==> config.mk <==
export PLATFORM = sky130hd
export DESIGN_NAME = dioc_top
export DESIGN_NICKNAME = d
export VERILOG_FILES = /design/src/rtl/dioc_pkg.sv /design/src/rtl/dioc_pat_if.sv /design/src/rtl/dioc_pattern_gen.sv /design/src/rtl/dioc_phase_delay.sv /design/src/rtl/dioc_top.sv
export VERILOG_INCLUDE_DIRS = /design/src /design/src/rtl
export SDC_FILE = /design/constraint.sdc
export NUM_CORES = 1
export LEC_CHECK = 0
export BUFFER_PORTS_ARGS = -buffer_cell sky130_fd_sc_hd__buf_2
export CAP_MARGIN = 5
export CORE_MARGIN = 2
export CORE_UTILIZATION = 24
export CTS_CLUSTER_DIAMETER = 80
export DETAILED_ROUTE_END_ITERATION = 8
export GPL_TIMING_DRIVEN = 1
export PLACE_DENSITY = 0.53
export SYNTH_ARGS = -nofsm -noshare
export SYNTH_HDL_FRONTEND = slang
export SYNTH_SLANG_ARGS = --single-unit
==> constraint.sdc <==
create_clock -name mclk_in -period 2.6 [get_ports mclk_in]
set_input_delay 0.52 -clock mclk_in [delete_from_list [all_inputs] [get_ports mclk_in]]
set_output_delay 0.52 -clock mclk_in [all_outputs]
set_load 0.01 [all_outputs]
==> src/rtl/dioc_consts.svh <==
`ifndef DIOC_CONSTS_SVH
`define DIOC_CONSTS_SVH

// Register byte offsets in the configuration space.
`define DIOC_OFS_CAL_LO 8'h8c
`define DIOC_OFS_CAL_HI 8'h8d
`define DIOC_OFS_PAT 8'h8e
`define DIOC_OFS_CLK 8'h90
`define DIOC_OFS_PH0 8'h91
`define DIOC_OFS_PH1 8'h92
`define DIOC_OFS_CS_LO 8'h93
`define DIOC_OFS_CS_HI 8'h94
`define DIOC_OFS_CMD_LO 8'h95
`define DIOC_OFS_CMD_HI 8'h96

// Field positions inside the calibration control byte and clock byte.
`define DIOC_BIT_RTRIG 0
`define DIOC_BIT_WTRIG 1
`define DIOC_BIT_MASK 2
`define DIOC_BIT_PLLDIV 5

// Frequency codes: the reset code and the legal window.
`define DIOC_FREQ_PLL_RST 4'hf
`define DIOC_FREQ_MIN 4'h4
`define DIOC_FREQ_MAX 4'h7

// Sequence sizes: eight bursts, eight quadwords each.
`define DIOC_BURSTS 4'h8
`define DIOC_LAST_IDX 3'h7
`define DIOC_EVEN_STEP 4

// Byte mask values and fixed read leveling patterns.
`define DIOC_MASK_ALL 8'hff
`define DIOC_MASK_NONE 8'h00
`define DIOC_LVL_01 64'h0100_0100_0100_0100
`define DIOC_LVL_FF 64'hff00_ff00_ff00_ff00
`define DIOC_ZERO_LOW 20'h0_0000

`endif

==> src/rtl/dioc_pkg.sv <==
package dioc_pkg;

  typedef enum logic [1:0] {
    DIOC_IDLE = 2'b00,
    DIOC_REQ = 2'b01,
    DIOC_WBEAT = 2'b10,
    DIOC_RBEAT = 2'b11
  } dioc_state_t;

  typedef struct packed {
    logic [7:0] pat;
    logic [11:0] cal_addr;
    logic mask_sel;
    logic wtrig;
    logic rtrig;
    logic [3:0] freq;
    logic pll_div;
    logic [4:0] ph0;
    logic [4:0] ph1;
    logic [4:0] ph_cs;
    logic [4:0] ph_cmd;
  } dioc_regs_t;

  typedef struct packed {
    dioc_regs_t regs;
    dioc_state_t state;
    logic is_wr;
    logic [2:0] burst;
    logic [2:0] beat;
    logic wpend;
    logic rpend;
    logic mismatch;
    logic [7:0] rdata;
  } dioc_top_st_t;

  typedef struct packed {
    logic [7:0] even;
    logic [63:0] qw;
  } dioc_gen_st_t;

endpackage : dioc_pkg

==> src/rtl/dioc_pat_if.sv <==
`timescale 1ns/1ps
// Carries pattern generator control and the current quadword.
interface dioc_pat_if;
  logic load;
  logic advance;
  logic level_mode;
  logic level_sel;
  logic [7:0] seed;
  logic [63:0] qw;
  modport gen (input load, input advance, input level_mode, input level_sel, input seed,
               output qw);
  modport user (output load, output advance, output level_mode, output level_sel,
                output seed, input qw);
endinterface : dioc_pat_if

==> src/rtl/dioc_pattern_gen.sv <==
`timescale 1ns/1ps
`include "dioc_consts.svh"
module dioc_pattern_gen
  import dioc_pkg::*;
(
  input wire logic mclk_in,
  input wire logic rst_in,
  dioc_pat_if.gen pat
);

  dioc_gen_st_t st_ff;
  dioc_gen_st_t nxt_st;

  // Expands one even byte into four byte pairs; each pair shifts once more.
  function automatic logic [63:0] dioc_expand(input logic [7:0] even);
    logic [63:0] qw;
    qw = '0;
    for (int j = 0; j < 4; j++) begin
      qw[16*j +: 8] = even >> j;
      qw[16*j+8 +: 8] = ~(even >> j);
    end
    return qw;
  endfunction : dioc_expand

  // A load restarts from the seed; an advance continues the shifting chain.
  always_comb begin
    logic [7:0] base;
    base = pat.load ? pat.seed : st_ff.even;
    nxt_st = st_ff;
    if (pat.load || pat.advance) begin
      if (pat.level_mode) begin
        nxt_st.qw = pat.level_sel ? `DIOC_LVL_01 : `DIOC_LVL_FF;
      end else begin
        nxt_st.qw = dioc_expand(base);
      end
      nxt_st.even = base >> `DIOC_EVEN_STEP;
    end
  end

  // The whole state is registered at once.
  always_ff @(posedge mclk_in) begin
    if (rst_in) begin
      st_ff <= '0;
    end else begin
      st_ff <= nxt_st;
    end
  end

  assign pat.qw = st_ff.qw;

endmodule : dioc_pattern_gen

==> src/rtl/dioc_phase_delay.sv <==
`timescale 1ns/1ps
module dioc_phase_delay #(
  parameter int W = 8,
  parameter logic [W-1:0] RST_VAL = '0
) (
  input wire logic mclk_in,
  input wire logic rst_in,
  input wire logic [W-1:0] d_in,
  input wire logic [4:0] phase_in,
  output logic [W-1:0] q_out,
  output logic [4:0] tap_out
);

  typedef struct packed {
    logic [W-1:0] q;
    logic [4:0] tap;
  } dioc_phase_st_t;

  dioc_phase_st_t st_ff;
  dioc_phase_st_t nxt_st;

  // Retimes the group to the core clock; the tap picks the pad delay in 1/32 steps.
  always_comb begin
    nxt_st.q = d_in;
    nxt_st.tap = phase_in;
  end

  // Register stage shared by the whole output group.
  always_ff @(posedge mclk_in) begin
    if (rst_in) begin
      st_ff <= {RST_VAL, 5'h00};
    end else begin
      st_ff <= nxt_st;
    end
  end

  assign q_out = st_ff.q;
  assign tap_out = st_ff.tap;

endmodule : dioc_phase_delay

==> src/rtl/dioc_top.sv <==
`timescale 1ns/1ps
`include "dioc_consts.svh"
module dioc_top
  import dioc_pkg::*;
(
  input wire logic mclk_in,
  input wire logic rst_in,
  input wire logic [7:0] cfg_addr_in,
  input wire logic cfg_wr_in,
  input wire logic cfg_rd_in,
  input wire logic [7:0] cfg_wdata_in,
  output logic [7:0] cfg_rdata_out,
  output logic cal_req_valid_out,
  output logic cal_req_write_out,
  output logic [31:0] cal_req_addr_out,
  input wire logic cal_req_ready_in,
  output logic cal_wvalid_out,
  output logic [63:0] cal_wdata_out,
  output logic [7:0] byte_mask_out,
  input wire logic cal_wready_in,
  input wire logic cal_rvalid_in,
  input wire logic [63:0] cal_rdata_in,
  input wire logic read_level_mode_in,
  input wire logic read_level_sel_in,
  output logic cal_busy_out,
  output logic cal_mismatch_out,
  output logic [3:0] pll_freq_code_out,
  output logic pll_reset_out,
  output logic pll_vco_div2_out,
  output logic freq_illegal_out,
  input wire logic mclk_run_in,
  input wire logic [3:0] core_rank_select_n_in,
  input wire logic [3:0] core_cke_in,
  input wire logic core_row_strobe_n_in,
  input wire logic core_column_strobe_n_in,
  input wire logic core_write_enable_n_in,
  input wire logic [15:0] core_address_in,
  input wire logic [2:0] core_bank_in,
  output logic [5:0] memory_clock_out,
  output logic [4:0] mclk0_tap_out,
  output logic [4:0] mclk1_tap_out,
  output logic [3:0] rank_select_n_out,
  output logic [3:0] rank_clock_enable_out,
  output logic [4:0] rank_tap_out,
  output logic row_strobe_n_out,
  output logic column_strobe_n_out,
  output logic write_enable_n_out,
  output logic [15:0] memory_address_out,
  output logic [2:0] bank_address_out,
  output logic [4:0] cmd_tap_out
);

  dioc_top_st_t st_ff;
  dioc_top_st_t nxt_st;
  dioc_pat_if pat_bus ();
  logic wr_beat_take;
  logic rd_beat_take;

  // Handshake completions that move the sequence forward.
  assign wr_beat_take = (st_ff.state == DIOC_WBEAT) && cal_wready_in;
  assign rd_beat_take = (st_ff.state == DIOC_RBEAT) && cal_rvalid_in;

  // Pattern generator is reloaded per burst and stepped per quadword.
  assign pat_bus.load = (st_ff.state == DIOC_REQ) && cal_req_ready_in;
  assign pat_bus.advance = wr_beat_take || rd_beat_take;
  assign pat_bus.seed = st_ff.regs.pat;
  assign pat_bus.level_mode = read_level_mode_in && !st_ff.is_wr;
  assign pat_bus.level_sel = read_level_sel_in;

  dioc_pattern_gen u_gen (
    .mclk_in(mclk_in),
    .rst_in(rst_in),
    .pat(pat_bus.gen)
  );

  // Register writes, read data, trigger edges and the burst sequencer.
  always_comb begin
    logic wedge;
    logic redge;
    logic start_w;
    logic start_r;
    wedge = 1'b0;
    redge = 1'b0;
    start_w = (st_ff.state == DIOC_IDLE) && st_ff.wpend;
    start_r = (st_ff.state == DIOC_IDLE) && !st_ff.wpend && st_ff.rpend;
    nxt_st = st_ff;
    if (cfg_wr_in) begin
      if (cfg_addr_in == `DIOC_OFS_CAL_LO) begin
        wedge = cfg_wdata_in[`DIOC_BIT_WTRIG] && !st_ff.regs.wtrig;
        redge = cfg_wdata_in[`DIOC_BIT_RTRIG] && !st_ff.regs.rtrig;
        nxt_st.regs.wtrig = cfg_wdata_in[`DIOC_BIT_WTRIG];
        nxt_st.regs.rtrig = cfg_wdata_in[`DIOC_BIT_RTRIG];
        nxt_st.regs.mask_sel = cfg_wdata_in[`DIOC_BIT_MASK];
        nxt_st.regs.cal_addr[3:0] = cfg_wdata_in[7:4];
      end else if (cfg_addr_in == `DIOC_OFS_CAL_HI) begin
        nxt_st.regs.cal_addr[11:4] = cfg_wdata_in;
      end else if (cfg_addr_in == `DIOC_OFS_PAT) begin
        nxt_st.regs.pat = cfg_wdata_in;
      end else if (cfg_addr_in == `DIOC_OFS_CLK) begin
        nxt_st.regs.pll_div = cfg_wdata_in[`DIOC_BIT_PLLDIV];
        nxt_st.regs.freq = cfg_wdata_in[3:0];
      end else if (cfg_addr_in == `DIOC_OFS_PH0) begin
        nxt_st.regs.ph0 = cfg_wdata_in[4:0];
      end else if (cfg_addr_in == `DIOC_OFS_PH1) begin
        nxt_st.regs.ph1 = cfg_wdata_in[4:0];
      end else if (cfg_addr_in == `DIOC_OFS_CS_LO) begin
        nxt_st.regs.ph_cs = cfg_wdata_in[4:0];
      end else if (cfg_addr_in == `DIOC_OFS_CMD_LO) begin
        nxt_st.regs.ph_cmd = cfg_wdata_in[4:0];
      end
    end
    // A new edge wins over the pending flag being consumed.
    nxt_st.wpend = (st_ff.wpend && !start_w) || wedge;
    nxt_st.rpend = (st_ff.rpend && !start_r) || redge;
    if (cfg_rd_in) begin
      if (cfg_addr_in == `DIOC_OFS_CAL_LO) begin
        nxt_st.rdata = {st_ff.regs.cal_addr[3:0], 1'b0, st_ff.regs.mask_sel,
                        st_ff.regs.wtrig, st_ff.regs.rtrig};
      end else if (cfg_addr_in == `DIOC_OFS_CAL_HI) begin
        nxt_st.rdata = st_ff.regs.cal_addr[11:4];
      end else if (cfg_addr_in == `DIOC_OFS_PAT) begin
        nxt_st.rdata = st_ff.regs.pat;
      end else if (cfg_addr_in == `DIOC_OFS_CLK) begin
        nxt_st.rdata = {2'b00, st_ff.regs.pll_div, 1'b0, st_ff.regs.freq};
      end else if (cfg_addr_in == `DIOC_OFS_PH0) begin
        nxt_st.rdata = {3'b000, st_ff.regs.ph0};
      end else if (cfg_addr_in == `DIOC_OFS_PH1) begin
        nxt_st.rdata = {3'b000, st_ff.regs.ph1};
      end else if (cfg_addr_in == `DIOC_OFS_CS_LO) begin
        nxt_st.rdata = {3'b000, st_ff.regs.ph_cs};
      end else if (cfg_addr_in == `DIOC_OFS_CMD_LO) begin
        nxt_st.rdata = {3'b000, st_ff.regs.ph_cmd};
      end else begin
        nxt_st.rdata = 8'h00;
      end
    end
    case (st_ff.state)
      DIOC_IDLE: begin
        if (start_w) begin
          nxt_st.is_wr = 1'b1;
          nxt_st.burst = 3'h0;
          nxt_st.state = DIOC_REQ;
        end else if (start_r) begin
          nxt_st.is_wr = 1'b0;
          nxt_st.burst = 3'h0;
          nxt_st.mismatch = 1'b0;
          nxt_st.state = DIOC_REQ;
        end
      end
      DIOC_REQ: begin
        if (cal_req_ready_in) begin
          nxt_st.beat = 3'h0;
          nxt_st.state = st_ff.is_wr ? DIOC_WBEAT : DIOC_RBEAT;
        end
      end
      default: begin
        if (rd_beat_take && (cal_rdata_in != pat_bus.qw)) begin
          nxt_st.mismatch = 1'b1;
        end
        if (wr_beat_take || rd_beat_take) begin
          if (st_ff.beat != `DIOC_LAST_IDX) begin
            nxt_st.beat = st_ff.beat + 3'h1;
          end else if (st_ff.burst != `DIOC_LAST_IDX) begin
            nxt_st.burst = st_ff.burst + 3'h1;
            nxt_st.state = DIOC_REQ;
          end else begin
            nxt_st.state = DIOC_IDLE;
          end
        end
      end
    endcase
  end

  // The whole control state is registered at once.
  always_ff @(posedge mclk_in) begin
    if (rst_in) begin
      st_ff <= '0;
    end else begin
      st_ff <= nxt_st;
    end
  end

  // Request, data and status outputs of the calibration engine.
  assign cfg_rdata_out = st_ff.rdata;
  assign cal_req_valid_out = (st_ff.state == DIOC_REQ);
  assign cal_req_write_out = st_ff.is_wr;
  assign cal_req_addr_out = {st_ff.regs.cal_addr, 11'h000, st_ff.burst, 6'h00};
  assign cal_wvalid_out = (st_ff.state == DIOC_WBEAT);
  assign cal_wdata_out = pat_bus.qw;
  assign byte_mask_out = (cal_wvalid_out && st_ff.regs.mask_sel && st_ff.beat[0]) ?
                         `DIOC_MASK_ALL : `DIOC_MASK_NONE;
  assign cal_busy_out = (st_ff.state != DIOC_IDLE);
  assign cal_mismatch_out = st_ff.mismatch;

  // PLL control: the reset code stops the PLL, other codes outside 4-7 are flagged.
  assign pll_freq_code_out = st_ff.regs.freq;
  assign pll_reset_out = (st_ff.regs.freq == `DIOC_FREQ_PLL_RST);
  assign freq_illegal_out = !pll_reset_out && ((st_ff.regs.freq < `DIOC_FREQ_MIN) ||
                            (st_ff.regs.freq > `DIOC_FREQ_MAX));
  assign pll_vco_div2_out = !st_ff.regs.pll_div;

  // Memory clock pairs of module 0.
  dioc_phase_delay #(.W(3)) u_mclk0 (
    .mclk_in(mclk_in), .rst_in(rst_in), .d_in({3{mclk_run_in}}),
    .phase_in(st_ff.regs.ph0), .q_out(memory_clock_out[2:0]), .tap_out(mclk0_tap_out)
  );

  // Memory clock pairs of module 1.
  dioc_phase_delay #(.W(3)) u_mclk1 (
    .mclk_in(mclk_in), .rst_in(rst_in), .d_in({3{mclk_run_in}}),
    .phase_in(st_ff.regs.ph1), .q_out(memory_clock_out[5:3]), .tap_out(mclk1_tap_out)
  );

  // Rank selects idle high, clock enables idle low.
  dioc_phase_delay #(.W(8), .RST_VAL(8'hf0)) u_rank (
    .mclk_in(mclk_in), .rst_in(rst_in), .d_in({core_rank_select_n_in, core_cke_in}),
    .phase_in(st_ff.regs.ph_cs), .q_out({rank_select_n_out, rank_clock_enable_out}),
    .tap_out(rank_tap_out)
  );

  // Command strobes idle high, address and bank idle low.
  dioc_phase_delay #(.W(22), .RST_VAL(22'h38_0000)) u_cmd (
    .mclk_in(mclk_in), .rst_in(rst_in),
    .d_in({core_row_strobe_n_in, core_column_strobe_n_in, core_write_enable_n_in,
           core_address_in, core_bank_in}),
    .phase_in(st_ff.regs.ph_cmd),
    .q_out({row_strobe_n_out, column_strobe_n_out, write_enable_n_out,
            memory_address_out, bank_address_out}),
    .tap_out(cmd_tap_out)
  );

  // Counts accepted bursts of the running sequence for checking.
  logic [3:0] acc_cnt_ff;
  always_ff @(posedge mclk_in) begin
    if (rst_in || !cal_busy_out) begin
      acc_cnt_ff <= 4'h0;
    end else if (cal_req_valid_out && cal_req_ready_in) begin
      acc_cnt_ff <= acc_cnt_ff + 4'h1;
    end
  end
endmodule : dioc_top

==> results.txt <==
In the synthesized netlist, the number of instances is 785. The finished layout holds 1358 standard cells, fillers aside. dfxtp_1 is the most common cell in the netlist. The count of filler cells inserted in the layout came out at 3081. The critical path class is flop to output port.

Delay of the slowest critical-path stage: 0.48 ns. In this run the clock root is driven by a clkbuf_16. The origin of the worst setup path was st_ff[19]$_SDFFE_PP0P_. The run gives 4 as the detailed-routing iteration count for the pre-antenna-repair pass. The power density over the cells was 610 mW/mm²; the detailed-route wire length per cell was 15.5 µm.

For this run, the top clock speed supported by timing is 413 MHz. Violation count after the first detailed-route iteration: 293. Number of global-route vias before repair: 5485. By count the netlist is led by 143 x dfxtp_1, 121 x buf_4, 83 x nor2_1, 52 x mux2i_1, 51 x a21oi_1.

The tools report the startpoint of the lowest-slack register-to-register path as u_gen.pat.qw[62]$_SDFFE_PP0P_. The kind of start point of the critical path is a flop. For the number of failing hold endpoints at the final stage, the log shows 0.

Summed over all nets, the half-perimeter wirelength after detailed placement is 16300 µm. The cell with the largest stage delay on the worst path is dfxtp_1. The post-synthesis async set-or-reset flop share was 0.

The initial antenna violation count is 0, and the buffering stage count on the worst path with inverters included is 1. Entering global routing, the biggest net connects 52 pins. Data on the critical path is required at its endpoint by 2.08 ns. The floorplan step set the die width to 173 µm. Among cell families on the critical path, the largest total delay comes from simple AND/OR/NAND/NOR gates. In the routed layout, each cell is associated on average with a via count of 4.26. The core footprint was 0.0285 mm². Setup repair after global routing left no endpoint under its margin. The number of cells on the worst hold path came out at 2. The die covers 0.0301 mm². The signal arrival time at the worst endpoint came out at 1.90 ns.

In the post-synthesis netlist, the biggest area contributors are dfxtp_1 42%, buf_4 13%, mux2i_1 7.6%, nor2_1 4.5%, nor2b_1 4.3%. The synthesized design contains 143 register bits. The number of logic stages on the critical path including buffering was 3; the final-report setup violation count was 0. The highest net fanout along the worst path was 9; the clock sink count was 143.

The flow ran to the end, and the final reports show no timing, DRC or antenna violations. The layout cell share with drive strength beyond 1 works out to 0.358. After clock tree synthesis, the clock-pin slew on the worst setup and hold paths is 0.06 ns. The startpoint identified for the worst hold timing path is core_rank_select_n_in[2]. For this design the static power due to leakage is 3.98 nW.

The worst slew slack as a fraction of its limit is 0.639. In the synthesized netlist the dominant register cell turns out to be dfxtp_1. The smallest clock period supported by the final layout is computed as 2.42 ns.

In this run the post-CTS setup repair buffer count came out at 0. Summed over all instances, the cell type with the most area after synthesis is dfxtp_1. The starting utilization of the core area was 0.242. For the placed instance area, the log shows 0.00792 mm². TritonCTS built the clock tree. The logs give 0 for the post-cts sizing count and 0.00856 mm² for the total non-filler cell area in the finished layout.

In the final timing run, aggregate negative setup slack is 0 ns. The distinct cell type count after synthesis was 57. The logs give 0.271 ns for the final hold slack and 5779 for the via count. The run gives 0 as the count of unresolved DRC violations after routing. The path class of the tightest hold or removal check is input pin to flop.

A synthesized cell averages 8.78 µm². After clock tree synthesis, the flow added hold-fix buffers numbering 0. VDD sags by at most 0.000373 V. The final layout contains routed wiring with a total length of 21000 µm.

The post-synthesis sequential area ratio came out at 0.416. The area growth from synthesis to final layout is 24.2%. Walking the worst path, the cells encountered are nor2b_1 > and3_1 > buf_2. At the end of routability-driven placement, the weighted congestion stood at 0.877. In this run the cell area of the synthesized design comes to 0.00689 mm². The worst register-to-register path has a depth of 5. At the pin with the least slew margin, the transition time is 0.540 ns.

The utilization of the core after routing is 0.301. The tools report the final max-slew violation count as 0. The clock tree synthesis step divided the H-tree into 4 levels.

The global router's overall resource usage is 0.137, and the total I/O pin count is 300. The number of placed instances, taps included, is 1325. Net total in the final layout: 1084.

The detail route stage leaves a number of antenna-violating nets equal to 0. In this run, synthesis inferred 0 flip-flops with an integrated enable. STA classifies the critical path endpoint as an output port. The portion of the clock cycle consumed by the worst path in the final layout works out to 0.931. The first global-routing pass estimated 31700 µm of wire. For the worst-skew pair, the clock arrives at the later sink with an insertion delay of 0.43 ns. The longest clock path from root to sink contains 2 buffers.

The floorplan has 62 rows. The total congestion overflow after global routing was 0. The run gives 17 as the total clock buffers created by CTS. Across the run, the number of max-cap violations was 0.

The height of the die works out to 173 µm. Portion of synthesized cell area occupied by the leading cell type: 0.416. Yosys printed 0 warnings. The count of buffers added on input and output ports is 276.

Across the routed clock network, the largest skew measured is 0.0145 ns.
[path summary, 6_finish.rpt]
kind                                                 endpoint  slack, ns
worst max-delay path                         byte_mask_out[1]       0.18
worst min-delay path               u_rank.q_out[6]$_SDFF_PP1_       0.27
worst max register to register  cal_mismatch_out$_SDFFE_PP0P_       0.52
worst min register to register  u_gen.pat.qw[49]$_SDFFE_PP0P_       0.47
[through the flow]
step	power, mW	worst slack (ns)
3_5_place_dp	2.62	0.143
6_report	5.22	0.179
3_3_place_gp	2.62	0.221
5_1_grt	5.43	0.0634
4_1_cts	5.31	0.118
2_1_floorplan	2.48	0.479
[report_power, final]
| part | switching (mW) | internal (mW) |
|---|---|---|
| Clock | 1.04 | 1.61 |
| Sequential | 0.00775 | 2.22 |
| Combinational | 0.197 | 0.147 |
[cells in the final DEF (no fill, tap or decap), types with 16 or more instances in the layout]
cell type / count
a21oi_1: 50
buf_2: 275
buf_4: 16
clkbuf_16: 17
conb_1: 23
dfxtp_1: 143
mux2i_1: 52
nand2_1: 49
nand3_1: 19
nor2_1: 83
nor2b_1: 47
nor3_1: 18
o21ai_0: 17
[registers in the layout, summed over array words and instances (netlist names), 4 cells and up]
name,count
st_ff,31
u_cmd.q_out,22
u_gen.pat.qw,20
cal_req_addr_out,15
cfg_rdata_out,8
pat_bus.seed,8
u_rank.q_out,8
u_cmd.tap_out,5
u_mclk0.tap_out,5
u_mclk1.tap_out,5
u_rank.tap_out,5
pll_freq_code_out,4
u_gen.st_ff,4
[worst reg2reg max path, stage by stage, from the launching register on]
cell and delay (ns):
dfxtp_1 0.31, or4_1 0.51, a2111oi_0 0.49, o2111ai_1 0.21, nor4_1 0.31, o21ai_0 0.13
[kinds of logic (layout without fill, tap and decap cells)]
logic type / Yosys count / count (layout) / synth area share
muxes: 56 / 56 / 0.0821
buffers and inverters: 174 / 340 / 0.161
other: 1 / 24 / 0.000544
adders and majority gates: 4 / 4 / 0.00727
and+or+nand+nor: 273 / 273 / 0.206
DFF: 143 / 143 / 0.416
xor gates and xnor gates: 25 / 25 / 0.0318
AOI/OAI and AO/OA: 109 / 109 / 0.0957
[layout make-up]
| class | instances | area (µm²) | share of cell area |
|---|---|---|---|
| inverter | 16 | 60.1 | 0.00702 |
| multi-input combinational | 490 | 3000 | 0.351 |
| antenna | 1 | 2.50 | 0.000292 |
| tap | 384 | 480 | 0.0561 |
| clock inverter | 12 | 169 | 0.0197 |
| timing repair buffer | 292 | 1520 | 0.177 |
| sequential | 143 | 2860 | 0.335 |
| clock buffer | 20 | 467 | 0.0545 |
[layer usage]
metal / GRT usage / wire (µm) / vias to the layer above
met5: 0 / 0 / -
met4: 0.0445 / 344 / 0
met3: 0.0404 / 1660 / 19
met2: 0.243 / 10500 / 249
met1: 0.158 / 8530 / 2656
li1: - / - / 2855
(Power assumes the default switching activity.)
